## config.mk

```make
export PLATFORM = sky130hd
export DESIGN_NAME = gpodac_port
export DESIGN_NICKNAME = d
export VERILOG_FILES = /design/src/include/gpodac_pkg.sv /design/src/core/gpodac_pin_cell.sv /design/src/core/gpodac_port.sv
export SDC_FILE = /design/constraint.sdc
export NUM_CORES = 1
export LEC_CHECK = 0
export BUFFER_PORTS_ARGS = -buffer_cell sky130_fd_sc_hd__clkbuf_2
export CAP_MARGIN = 20
export CORE_MARGIN = 1.5
export CORE_UTILIZATION = 47
export CTS_BUF_LIST = sky130_fd_sc_hd__clkbuf_2 sky130_fd_sc_hd__clkbuf_4 sky130_fd_sc_hd__clkbuf_8
export CTS_CLUSTER_SIZE = 8
export DETAILED_ROUTE_END_ITERATION = 8
export HOLD_SLACK_MARGIN = 0.05
export PLACE_DENSITY = 0.81
export REMOVE_ABC_BUFFERS = 1
export SYNTH_ARGS = -nofsm -noshare
export SYNTH_HDL_FRONTEND = slang
export SYNTH_SLANG_ARGS = --single-unit
export TNS_END_PERCENT = 20
```

## constraint.sdc

```tcl
create_clock -name clk_i -period 1.65 [get_ports clk_i]
set_clock_uncertainty 0.05 [all_clocks]
set_input_delay 0.0825 -clock clk_i [delete_from_list [all_inputs] [get_ports clk_i]]
set_output_delay 0.0825 -clock clk_i [all_outputs]
set_load 0.01 [all_outputs]
```

## src/include/gpodac_pkg.sv

```systemverilog
package gpodac_pkg;

    localparam int GPODAC_WIDTH = 16;

    // register byte addresses on the apb bus
    localparam logic [7:0] GPODAC_ADDR_PORT = 8'h00;
    localparam logic [7:0] GPODAC_ADDR_LATCH = 8'h04;
    localparam logic [7:0] GPODAC_ADDR_DIR = 8'h08;
    localparam logic [7:0] GPODAC_ADDR_ODSEL = 8'h0C;
    localparam logic [7:0] GPODAC_ADDR_ANCFG = 8'h10;

    // values after reset: all pins inputs, push-pull, digital
    localparam logic [15:0] GPODAC_RST_LATCH = 16'h0000;
    localparam logic [15:0] GPODAC_RST_DIR = 16'hFFFF;
    localparam logic [15:0] GPODAC_RST_ODSEL = 16'h0000;
    localparam logic [15:0] GPODAC_RST_ANCFG = 16'h0000;

    typedef struct packed {
        logic [15:0] out;
        logic [15:0] oe;
    } gpodac_pad_drive_type;

endpackage

```

## src/core/gpodac_pin_cell.sv

```systemverilog
`timescale 1ns/10ps
module gpodac_pin_cell
    import gpodac_pkg::*;
(
    // clock and reset
    input wire logic clk_i,
    input wire logic sys_rst_i,
    // per-pin configuration
    input wire logic latch_i,
    input wire logic dir_in_i,
    input wire logic od_sel_i,
    input wire logic analog_i,
    // pad side
    input wire logic pad_i,
    output logic pad_o,
    output logic pad_oe_o,
    // core side
    output logic port_rd_o,
    output logic adc_o,
    output logic adc_valid_o
);
    logic sync1_q;
    logic sync2_q;
    logic drive_en;

    // direction bit one is input, zero is output
    assign drive_en = ~dir_in_i;
    // open drain drives low only, push-pull drives both levels
    assign pad_o = od_sel_i ? 1'b0 : latch_i;
    assign pad_oe_o = drive_en & (od_sel_i ? ~latch_i : 1'b1);
    // analog pin left as output keeps driving; converter sees the driven level
    assign adc_o = drive_en ? latch_i : pad_i;
    // digital pins are never flagged valid; their level still drives adc_o
    assign adc_valid_o = analog_i;
    // analog pins read as zero through the port path
    assign port_rd_o = sync2_q & ~analog_i;

    always_ff @(posedge clk_i)
    begin
        if (sys_rst_i)
        begin
            sync1_q <= 1'b0;
            sync2_q <= 1'b0;
        end
        else
        begin
            sync1_q <= drive_en ? latch_i : pad_i;
            sync2_q <= sync1_q;
        end
    end
endmodule // gpodac_pin_cell

```

## src/core/gpodac_port.sv

```systemverilog
// Decided for this implementation: register access over APB and the address map.
`timescale 1ns/10ps
// Contract
// - set open-drain select bit makes that pin's output open-drain
// - open-drain select is per pin, one select register per port
// - analog pin with direction output keeps driving; converter samples that level
// - port data read returns zero for analog-configured pins
// - digital-input pins pass their pad level to the converter, never with valid set
// - direction one is input, zero is output
module gpodac_port
    import gpodac_pkg::*;
#(
    parameter int WIDTH = GPODAC_WIDTH
)
(
    // clock and reset
    input wire logic clk_i,
    input wire logic sys_rst_i,
    // apb slave
    input wire logic psel_i,
    input wire logic penable_i,
    input wire logic pwrite_i,
    input wire logic [7:0] paddr_i,
    input wire logic [31:0] pwdata_i,
    output logic [31:0] prdata_o,
    output logic pready_o,
    output logic pslverr_o,
    // pads
    input wire logic [WIDTH-1:0] pad_i,
    output logic [WIDTH-1:0] pad_o,
    output logic [WIDTH-1:0] pad_oe_o,
    // converter side
    output logic [WIDTH-1:0] adc_level_o,
    output logic [WIDTH-1:0] adc_valid_o
);
    logic [WIDTH-1:0] latch_q;
    logic [WIDTH-1:0] dir_q;
    logic [WIDTH-1:0] odsel_q;
    logic [WIDTH-1:0] ancfg_q;
    logic [WIDTH-1:0] port_rd;
    logic [31:0] rdata_d;
    logic [31:0] rdata_q;
    logic access;
    logic wr_en;
    logic sel_port;
    logic sel_latch;
    logic sel_dir;
    logic sel_od;
    logic sel_an;
    logic mapped;

    assign access = psel_i & penable_i;
    assign sel_port = paddr_i == GPODAC_ADDR_PORT;
    assign sel_latch = paddr_i == GPODAC_ADDR_LATCH;
    assign sel_dir = paddr_i == GPODAC_ADDR_DIR;
    assign sel_od = paddr_i == GPODAC_ADDR_ODSEL;
    assign sel_an = paddr_i == GPODAC_ADDR_ANCFG;
    assign mapped = sel_port | sel_latch | sel_dir | sel_od | sel_an;
    assign wr_en = access & pwrite_i & mapped;
    // zero-wait slave; unmapped addresses answer with an error
    assign pready_o = 1'b1;
    assign pslverr_o = access & ~mapped;
    assign prdata_o = rdata_q;

    // port read shows pins one pipeline behind; the required gap covers it
    assign rdata_d = sel_port ? {{(32-WIDTH){1'b0}}, port_rd} :
                     sel_latch ? {{(32-WIDTH){1'b0}}, latch_q} :
                     sel_dir ? {{(32-WIDTH){1'b0}}, dir_q} :
                     sel_od ? {{(32-WIDTH){1'b0}}, odsel_q} :
                     sel_an ? {{(32-WIDTH){1'b0}}, ancfg_q} : 32'h0000_0000;

    always_ff @(posedge clk_i)
    begin
        if (sys_rst_i)
        begin
            latch_q <= GPODAC_RST_LATCH[WIDTH-1:0];
            dir_q <= GPODAC_RST_DIR[WIDTH-1:0];
            odsel_q <= GPODAC_RST_ODSEL[WIDTH-1:0];
            ancfg_q <= GPODAC_RST_ANCFG[WIDTH-1:0];
            rdata_q <= 32'h0000_0000;
        end
        else
        begin
            if (wr_en & (sel_port | sel_latch))
                latch_q <= pwdata_i[WIDTH-1:0];
            if (wr_en & sel_dir)
                dir_q <= pwdata_i[WIDTH-1:0];
            if (wr_en & sel_od)
                odsel_q <= pwdata_i[WIDTH-1:0];
            // analog setting is not forced onto direction; software owns that
            if (wr_en & sel_an)
                ancfg_q <= pwdata_i[WIDTH-1:0];
            if (psel_i & ~penable_i & ~pwrite_i)
                rdata_q <= rdata_d;
        end
    end

    genvar g;
    generate
        for (g = 0; g < WIDTH; g++)
        begin : g_pin
            gpodac_pin_cell u_cell (
                .clk_i(clk_i),
                .sys_rst_i(sys_rst_i),
                .latch_i(latch_q[g]),
                .dir_in_i(dir_q[g]),
                .od_sel_i(odsel_q[g]),
                .analog_i(ancfg_q[g]),
                .pad_i(pad_i[g]),
                .pad_o(pad_o[g]),
                .pad_oe_o(pad_oe_o[g]),
                .port_rd_o(port_rd[g]),
                .adc_o(adc_level_o[g]),
                .adc_valid_o(adc_valid_o[g])
            );
        end
    endgenerate
endmodule // gpodac_port

```

==> flow_metrics.env, run 1 <==
export IMPL_worstMarginPinSlew_ns=0.943
export IMPL_setup_viol=0
export IMPL_die_x_um=110
export IMPL_htreeDepth=3
export IMPL_max_slew_margin_pct=36.9
export IMPL_overflow=0
export IMPL_worst_setup_path_end_kind="flip-flop"
export IMPL_power_frac_seq_pct=57.0
export IMPL_die_h_um=110
export IMPL_final_nets=718
export IMPL_stdcell_count=801
export IMPL_fmax_ghz=0.664
export IMPL_p_comb_share_pct=9.5
export IMPL_clockRootBuffer="clkbuf_8"
export IMPL_insertedDiodeCount=0
export IMPL_clock_latency_ns=0.37
export IMPL_die_area_sq_um=12100
export IMPL_arrival_ns=1.74
export IMPL_met1_length_um=5340
export IMPL_wire_per_inst_um=15.6
export IMPL_slowest_stage="or3b_2"
export IMPL_synth_warnings=0
export IMPL_avgSynthCellArea_sq_um=9.34
export IMPL_rsz0062_at_grt="no"
export IMPL_cts_tree="done"
export IMPL_firstDrtPassIters=5
export IMPL_drive_gt1_share_pct=28.4
export IMPL_pin_count=159
export IMPL_period_needed_ns=1.51
export IMPL_ys_seq_area_share_pct=41.8
export IMPL_dp_cells=758
export IMPL_antenna_found_initial=0
export IMPL_hold_viol_final=0
export IMPL_cp_startpoint="ancfg_q[4]"
export IMPL_crit_path_start_kind="flip-flop"
export IMPL_clkPwrFrac_pct=33.5
export IMPL_cts_sinks=112
export IMPL_dr_total_vias=4172
export IMPL_crit_path_max_incr_delay_ns=0.47
export IMPL_grt_usage_pct=20.8
export IMPL_p_int_uw=3690
export IMPL_postCtsSetupBuffers=0
export IMPL_async_flop_share_pct=0
export IMPL_rows=38
export IMPL_dr_wl_met3_um=560
export IMPL_wl_um=12500
export IMPL_fin_tns_setup_ns=0
export IMPL_globalplace_congestion=0.793
export IMPL_cts_buffers=9
export IMPL_ctsHoldBuffers=28
export IMPL_crit_path_cell_trace="or3b_2 > a221oi_1 > a211oi_1 > nor3_1"
export IMPL_syn_area_sq_um=5360
export IMPL_status="completed"
export IMPL_cts_clk_slew_worst_paths_ns=0.09
export IMPL_p_leak_uw=0.00297
export IMPL_hpwl_um=8580
export IMPL_ys_flop_type="dfxtp_1"
export IMPL_path_max_fanout=4
export IMPL_swShare_pct=23.7
export IMPL_cp_required_ns=1.89
export IMPL_cap_violations=0
export IMPL_clk_path_buf_depth=2
export IMPL_regToRegStartpoint="ancfg_q[4]"
export IMPL_grt_max_degree=85
export IMPL_synth_seq_cells=112
export IMPL_vias_per_cell=5.21
export IMPL_area_growth_pct=14.3
export IMPL_ys_types=31
export IMPL_switchingPower_uw=1150
export IMPL_holdCritPathClass="in2reg"
export IMPL_synth_enable_flop_cells=0
export IMPL_dr_wl_met2_um=6330
export IMPL_finalMaxSlewViolations=0
export IMPL_drt_iter0_drc=202
export IMPL_dr_max_layer_used="met4"
export IMPL_grt_pass1_wl_um=19100
export IMPL_powerDensity_nw_per_um2=790
export IMPL_fillCellCount=953
export IMPL_crit_type="reg2reg"
export IMPL_ctsResizeCount=0
export IMPL_coreArea_sq_um=11000
export IMPL_finalCritPeriodShare_pct=91.2
export IMPL_antenna_left=0
export IMPL_numPortBuffers=125
export IMPL_synth_cells=574
export IMPL_drc_errors=0
export IMPL_min_from="pad_i[2]"
export IMPL_ir_worst_vdd_uv=384
export IMPL_grt_pass1_vias=3852
export IMPL_start_util_pct=48.8
logic make-up after synthesis:
group	after synthesis	share of synthesized area (%)
AOI/OAI and AO/OA	83	9.92
buffers and inverters	114	14.1
muxes	80	15.3
DFF	112	41.8
and+or+nand+nor	183	18.7
other	2	0.140
final timing paths:
kind | endpoint | depth (start not counted) | slack (ns)
max | prdata_o[4] | 4 | 0.14
min | g_pin[2].u_cell.sync1_q | 3 | 0.07
max reg2reg | prdata_o[4] | 4 | 0.14
min reg2reg | g_pin[13].u_cell.sync2_q | 1 | 0.39
through the flow:
stage               util [%]  setup slack, ns  total power (uW)  area [sq um]  hold slack [ns]
floorplan                  -           -0.193              2990          4660            0.104
global placement        51.4            0.131              3210          5650            0.315
detailed placement      51.4           0.0996              3220          5650            0.320
CTS                     55.8            0.141              4870          6120           0.0576
global route            55.8           0.0242              5020          6120           0.0657
finish                  55.8            0.144              4840          6120           0.0654
cells in the final DEF, fill, tap and decap left out, types with 2 or more instances in the layout:
cell type	instances
nor2b_1	49
mux2i_1	64
conb_1	17
a21oi_1	49
dlygate4sd3_1	28
clkbuf_2	124
o221ai_1	11
nor3b_1	12
mux2_2	16
or3b_2	6
a211oi_1	5
nand3_2	2
nor2_1	72
nor3_1	21
buf_12	3
dfxtp_1	112
a221oi_1	5
buf_4	16
a22o_1	11
nand2_1	12
clkbuf_4	2
clkbuf_8	9
Yosys cell counts, types with 2 or more instances:
library cell / count / area (sq um)
a211oi_1: 5 / 37.5
a21oi_1: 49 / 245
a221oi_1: 5 / 43.8
a22o_1: 11 / 96.3
buf_2: 5 / 25.0
buf_4: 82 / 616
buf_6: 2 / 22.5
clkbuf_1: 25 / 93.8
conb_1: 2 / 7.51
dfxtp_1: 112 / 2240
mux2_2: 16 / 180
mux2i_1: 64 / 641
nand2_1: 12 / 45.0
nand3_2: 2 / 20.0
nor2_1: 72 / 270
nor2b_1: 49 / 307
nor3_1: 21 / 105
nor3b_1: 12 / 90.1
o221ai_1: 11 / 96.3
or3b_2: 6 / 52.6
layer usage:
metal / track usage, % / up-vias
li1: - / 2049
met1: 24.9 / 1975
met2: 37.1 / 126
met3: 3.08 / 22
met4: 8.81 / 0
met5: 0 / -
critical path, delay by kind of cell, from the launching register on:
family,cells,cell delay [ns]
DFF,1,0.36
and+or+nand+nor,2,0.64
AOI/OAI and AO/OA,2,0.38
power by group through the flow:
stage,sequential (uW),combinational [uW],clock (uW)
2_1_floorplan,2820,172,0
3_3_place_gp,2820,394,0
3_5_place_dp,2820,404,0
4_1_cts,2760,457,1660
5_1_grt,2760,504,1750
6_report,2760,460,1620
area by class of cell:
cell class	count	area (sq um)	area share, %
Multi-Input combinational cell	363	2430	39.7
Sequential cell	112	2240	36.6
Timing Repair Buffer	171	1080	17.7
Tap cell	140	175	2.86
Clock buffer	11	139	2.27
Clock inverter	4	55.1	0.899
flip-flops by register name (all words and copies together) (netlist names):
name	cells
ancfg_q	16
g_pin.u_cell.sync1_q	16
prdata_o	16
dir_q	16
g_pin.u_cell.sync2_q	16
odsel_q	16
latch_q	16
Note: power is estimated with default switching activity, not from simulation.
==> run 2, diff against run 1 <==
--- a/config.mk
+++ b/config.mk
@@ -8,12 +8,13 @@
 export BUFFER_PORTS_ARGS = -buffer_cell sky130_fd_sc_hd__clkbuf_2
 export CAP_MARGIN = 20
 export CORE_MARGIN = 1.5
-export CORE_UTILIZATION = 47
+export CORE_UTILIZATION = 54
 export CTS_BUF_LIST = sky130_fd_sc_hd__clkbuf_2 sky130_fd_sc_hd__clkbuf_4 sky130_fd_sc_hd__clkbuf_8
 export CTS_CLUSTER_SIZE = 8
 export DETAILED_ROUTE_END_ITERATION = 8
+export GPL_TIMING_DRIVEN = 0
 export HOLD_SLACK_MARGIN = 0.05
-export PLACE_DENSITY = 0.81
+export PLACE_DENSITY = 0.9
 export REMOVE_ABC_BUFFERS = 1
 export SYNTH_ARGS = -nofsm -noshare
 export SYNTH_HDL_FRONTEND = slang
==> run 2 against run 1 <==
  * Setup slack lost 0.023 ns
  * Register-to-register slack hardly changed
  * Wire length decreased by 1.0%
  * Total power hardly changed
  * Sequential power barely moved
  * Worst hold slack gained 0.0061 ns
  * Sequential share of layout area grew 0.23 points
  * Core utilization rose by 7.1 points
  * Final area shrank 0.61%
==> flow_metrics.env, run 2 (synthesis results as in run 1) <==
export IMPL_crit_path_max_incr_delay_ns=0.32
export IMPL_grt_usage_pct=23.6
export IMPL_die_h_um=103
export IMPL_drive_gt1_share_pct=27.5
export IMPL_area_growth_pct=13.6
export IMPL_fillCellCount=793
export IMPL_cts_buffers=9
export IMPL_worstMarginPinSlew_ns=0.933
export IMPL_period_needed_ns=1.53
export IMPL_holdCritPathClass="in2reg"
export IMPL_path_buf_inv=3
export IMPL_crit_path_cell_trace="clkbuf_4 > buf_12 > nor3b_4 > buf_6 > nand3_4 > mux2i_1 > nor2_1"
export IMPL_fin_ws_ns=0.122
export IMPL_final_util_pct=62.9
export IMPL_critPathTopFamily="buffers and inverters"
export IMPL_clock_latency_ns=0.37
export IMPL_drc_errors=0
export IMPL_htreeDepth=3
export IMPL_numPortBuffers=125
export IMPL_cp_required_ns=1.84
export IMPL_firstDrtPassIters=4
export IMPL_cts_clk_slew_worst_paths_ns=0.10
export IMPL_p_leak_uw=0.00294
export IMPL_arrival_ns=1.72
export IMPL_grt_max_degree=62
export IMPL_ff2ff_path_depth=4
export IMPL_setup_viol=0
export IMPL_path_max_fanout=29
export IMPL_overflow=0
export IMPL_ir_worst_vdd_uv=545
export IMPL_insertedDiodeCount=0
export IMPL_die_area_sq_um=10500
export IMPL_vias_per_cell=5.35
export IMPL_hold_viol_final=0
export IMPL_cts_tree="done"
export IMPL_antenna_left=0
export IMPL_crit_path_start_kind="input pin"
export IMPL_globalplace_congestion=0.809
export IMPL_antenna_found_initial=0
export IMPL_status="completed"
export IMPL_clockRootBuffer="clkbuf_8"
export IMPL_worst_setup_path_end_kind="flip-flop"
export IMPL_powerDensity_nw_per_um2=795
export IMPL_rsz0062_at_grt="no"
export IMPL_pin_count=159
export IMPL_crit_cells=7
export IMPL_drt_iter0_drc=169
export IMPL_cap_violations=0
export IMPL_fin_hold_ws_ns=0.0716
export IMPL_wl_um=12300
export IMPL_wire_per_inst_um=15.7
export IMPL_clk_path_buf_depth=2
export IMPL_holdPathStages=3
export IMPL_hpwl_um=8140
export IMPL_finalCritPeriodShare_pct=92.6
export IMPL_layout_commonest_cell="clkbuf_2"
export IMPL_coreArea_sq_um=9680
export IMPL_dp_slack_ns=-1.25
export IMPL_grt_pass1_vias=3938
export IMPL_grt_pass1_wl_um=19000
export IMPL_slowest_stage="nand3_4"
export IMPL_max_slew_margin_pct=37.6
export IMPL_rows=36
export IMPL_crit_type="in2reg"
export IMPL_fmax_ghz=0.654
export IMPL_dr_total_vias=4219
export IMPL_finalMaxSlewViolations=0
export IMPL_start_util_pct=55.3
export IMPL_die_x_um=103
export IMPL_cts_sinks=112
export IMPL_layout_common_cells="clkbuf_2 (123), dfxtp_1 (112), nor2_1 (71)"
export IMPL_final_nets=712
-- run 2: metal layers --
layer | share of wire (%) | global-route usage [%]
met5 | 0 | 0
met3 | 6.0 | 3.93
met4 | 2.7 | 12.1
met2 | 48 | 39.2
met1 | 43 | 29.7
-- run 2: worst paths after layout --
check	startpoint	end	slack, ns
max reg2reg	ancfg_q[11]	prdata_o[11]	0.13
max	paddr_i[2]	ancfg_q[10]	0.12
min	pad_i[4]	g_pin[4].u_cell.sync1_q	0.07
min reg2reg	g_pin[13].u_cell.sync1_q	g_pin[13].u_cell.sync2_q	0.39
-- run 2: final cells by class --
class / count / area (sq um) / share of cell area, %
clock inverter: 6 / 68.8 / 1.13
clock buffer: 9 / 124 / 2.03
sequential: 112 / 2240 / 36.8
timing repair buffer: 165 / 1040 / 17.2
tap: 133 / 166 / 2.73
multi-input combinational: 363 / 2440 / 40.1
-- run 2: worst min-delay path, stage by stage --
cell      delay [ns]
clkbuf_2        0.09
mux2_2          0.16
nor2b_1         0.13
-- run 2: where the power goes --
part	internal, uW	total, uW	switching [uW]
clock	705	1620	916
combinational	208	461	254
sequential	2740	2760	11.6
-- run 2: what timing repair did --
| action | 4_1_cts | 5_1_grt |
|---|---|---|
| buffers inserted | 4 | 0 |
| pin swaps | 1 | 0 |
| endpoints found under the setup margin | 40 | 11 |
| hold endpoints to repair | 79 | 0 |
| hold buffers | 31 | 0 |
| resized for setup | 4 | 1 |
-- run 2: through the flow --
step	power (uW)	cell area (sq um)	TNS [ns]	cells
detailed placement	3210	5530	-41.69	738
global placement	3190	5450	-97.44	733
finish	4840	6090	0	788
global route	5040	6090	0	788
floorplan	2990	4660	-3.10	475
CTS	4880	6080	0	788
==> run 3, diff against run 2 <==
--- a/config.mk
+++ b/config.mk
@@ -7,8 +7,10 @@
 export LEC_CHECK = 0
 export BUFFER_PORTS_ARGS = -buffer_cell sky130_fd_sc_hd__clkbuf_2
 export CAP_MARGIN = 20
+export CELL_PAD_IN_SITES_DETAIL_PLACEMENT = 0
+export CELL_PAD_IN_SITES_GLOBAL_PLACEMENT = 1
 export CORE_MARGIN = 1.5
-export CORE_UTILIZATION = 54
+export CORE_UTILIZATION = 40
 export CTS_BUF_LIST = sky130_fd_sc_hd__clkbuf_2 sky130_fd_sc_hd__clkbuf_4 sky130_fd_sc_hd__clkbuf_8
 export CTS_CLUSTER_SIZE = 8
 export DETAILED_ROUTE_END_ITERATION = 8
==> run 3 against run 2 <==
  * Maximum frequency fell by 0.96%
  * Final area is 1.7% higher
  * Flip-flop and latch count did not move
  * Total power increased by 4.3%
  * Global-route usage down 6.0 points
==> flow_metrics.env, run 3 (synthesis results as in run 1) <==
export IMPL_status="completed"
export IMPL_cts_clk_slew_worst_paths_ns=0.10
export IMPL_cts_sinks=112
export IMPL_insertedDiodeCount=0
export IMPL_cts_buffers=9
export IMPL_layout_common_cells="clkbuf_2 (123), dfxtp_1 (112), nor2_1 (72)"
export IMPL_globalplace_congestion=0.737
export IMPL_ir_worst_vdd_uv=733
export IMPL_die_h_um=119
export IMPL_crit_path_max_incr_delay_ns=0.52
export IMPL_slowest_stage="buf_2"
export IMPL_worstMarginPinSlew_ns=1.09
export IMPL_grt_usage_pct=17.6
export IMPL_path_max_fanout=27
export IMPL_wire_per_inst_um=14.9
export IMPL_die_x_um=119
export IMPL_overflow=0
export IMPL_numPortBuffers=125
export IMPL_htreeDepth=3
export IMPL_drc_errors=0
export IMPL_cap_violations=0
export IMPL_area_growth_pct=15.5
export IMPL_cts_tree="done"
export IMPL_antenna_left=0
export IMPL_finalCritPeriodShare_pct=93.5
export IMPL_max_slew_margin_pct=27.0
export IMPL_holdCritPathClass="in2reg"
export IMPL_die_area_sq_um=14100
export IMPL_crit_type="in2reg"
export IMPL_hpwl_um=8460
export IMPL_grt_pass1_vias=3837
export IMPL_powerDensity_nw_per_um2=815
export IMPL_worst_setup_path_end_kind="flip-flop"
export IMPL_grt_max_degree=59
export IMPL_finalMaxSlewViolations=0
export IMPL_layout_commonest_cell="clkbuf_2"
export IMPL_final_nets=713
export IMPL_p_leak_uw=0.00297
export IMPL_coreArea_sq_um=13100
export IMPL_clock_latency_ns=0.38
export IMPL_crit_path_cell_trace="buf_2 > buf_12 > nand4_4 > mux2i_1 > nor2_1"
export IMPL_crit_path_start_kind="input pin"
export IMPL_fillCellCount=1276
export IMPL_dp_cells=781
export IMPL_fmax_ghz=0.648
export IMPL_setup_viol=0
export IMPL_drt_iter0_drc=181
export IMPL_firstDrtPassIters=4
export IMPL_grt_pass1_wl_um=19600
export IMPL_clockRootBuffer="clkbuf_8"
export IMPL_dr_total_vias=4131
export IMPL_rsz0062_at_grt="no"
export IMPL_rows=42
export IMPL_antenna_found_initial=0
export IMPL_clk_path_buf_depth=2
export IMPL_arrival_ns=1.74
export IMPL_pin_count=159
export IMPL_hold_viol_final=0
export IMPL_wl_um=12400
export IMPL_fin_tns_setup_ns=0
export IMPL_stdcell_count=832
export IMPL_period_needed_ns=1.54
export IMPL_drive_gt1_share_pct=27.3
export IMPL_vias_per_cell=4.97
export IMPL_cp_required_ns=1.85
export IMPL_start_util_pct=40.8
run 3: cell types whose count changed in the layout (fill, tap and decap cells not counted), sizes merged:
cell,delta
clkinvlp,-1
clkbuf,+2
inv,-2
clkinv,-1
bufinv,+1
dlygate4sd3,+2
run 3: final timing paths:
check,slack [ns],from,end,depth (start not counted)
max,0.11,paddr_i[2],odsel_q[3],5
max reg2reg,0.13,ancfg_q[15],prdata_o[15],4
min,0.03,pwrite_i,prdata_o[7],4
min reg2reg,0.39,g_pin[2].u_cell.sync1_q,g_pin[2].u_cell.sync2_q,1
run 3: area by class of cell:
class | count | area, sq um | share of cell area (%)
clock buffers | 12 | 159 | 2.57
clock inverters | 3 | 65.1 | 1.05
multi-input cells | 363 | 2440 | 39.5
flip-flops and latches | 112 | 2240 | 36.2
well taps | 176 | 220 | 3.56
repair buffers | 166 | 1060 | 17.1
run 3: power by group:
group          internal [uW]  switching (uW)
clock network            946             879
logic                    210             256
registers               2740            10.7
total                   3900            1150
run 3: metal layers:
| layer | GRT usage (%) | vias up | wire (um) |
|---|---|---|---|
| li1 | - | 2036 | - |
| met1 | 22.2 | 1962 | 5570 |
| met2 | 29.4 | 116 | 6050 |
| met3 | 4.68 | 17 | 612 |
| met4 | 5.35 | 0 | 178 |
| met5 | 0 | - | 0 |
run 3: repair_timing:
| item | in CTS | in global routing |
|---|---|---|
| endpoints found under the setup margin | 28 | 22 |
| hold buffers | 31 | 2 |
| gates cloned | 0 | 0 |
| gates resized for setup | 1 | 3 |
| buffers inserted | 3 | 0 |
| endpoints found under the hold margin | 79 | 3 |
| pin swaps | 1 | 0 |
run 3: stage by stage:
step	utilization, %	instance area, sq um	total power, uW	hold slack, ns	worst slack [ns]
floorplan	-	4660	2990	0.104	-0.193
global placement	41.9	5510	3190	0.319	-2.12
detailed placement	42.6	5590	3220	0.334	-0.906
CTS	46.9	6160	5110	0.0517	0.0251
global route	47.1	6190	5250	0.0663	0.0347
finish	47.1	6190	5050	0.0250	0.107
run 3: worst max-delay path: cells and delay by family:
kind	cells	cell delay, ns
buffers and inverters	2	0.79
AND/OR/NAND/NOR	2	0.51
multiplexers	1	0.33
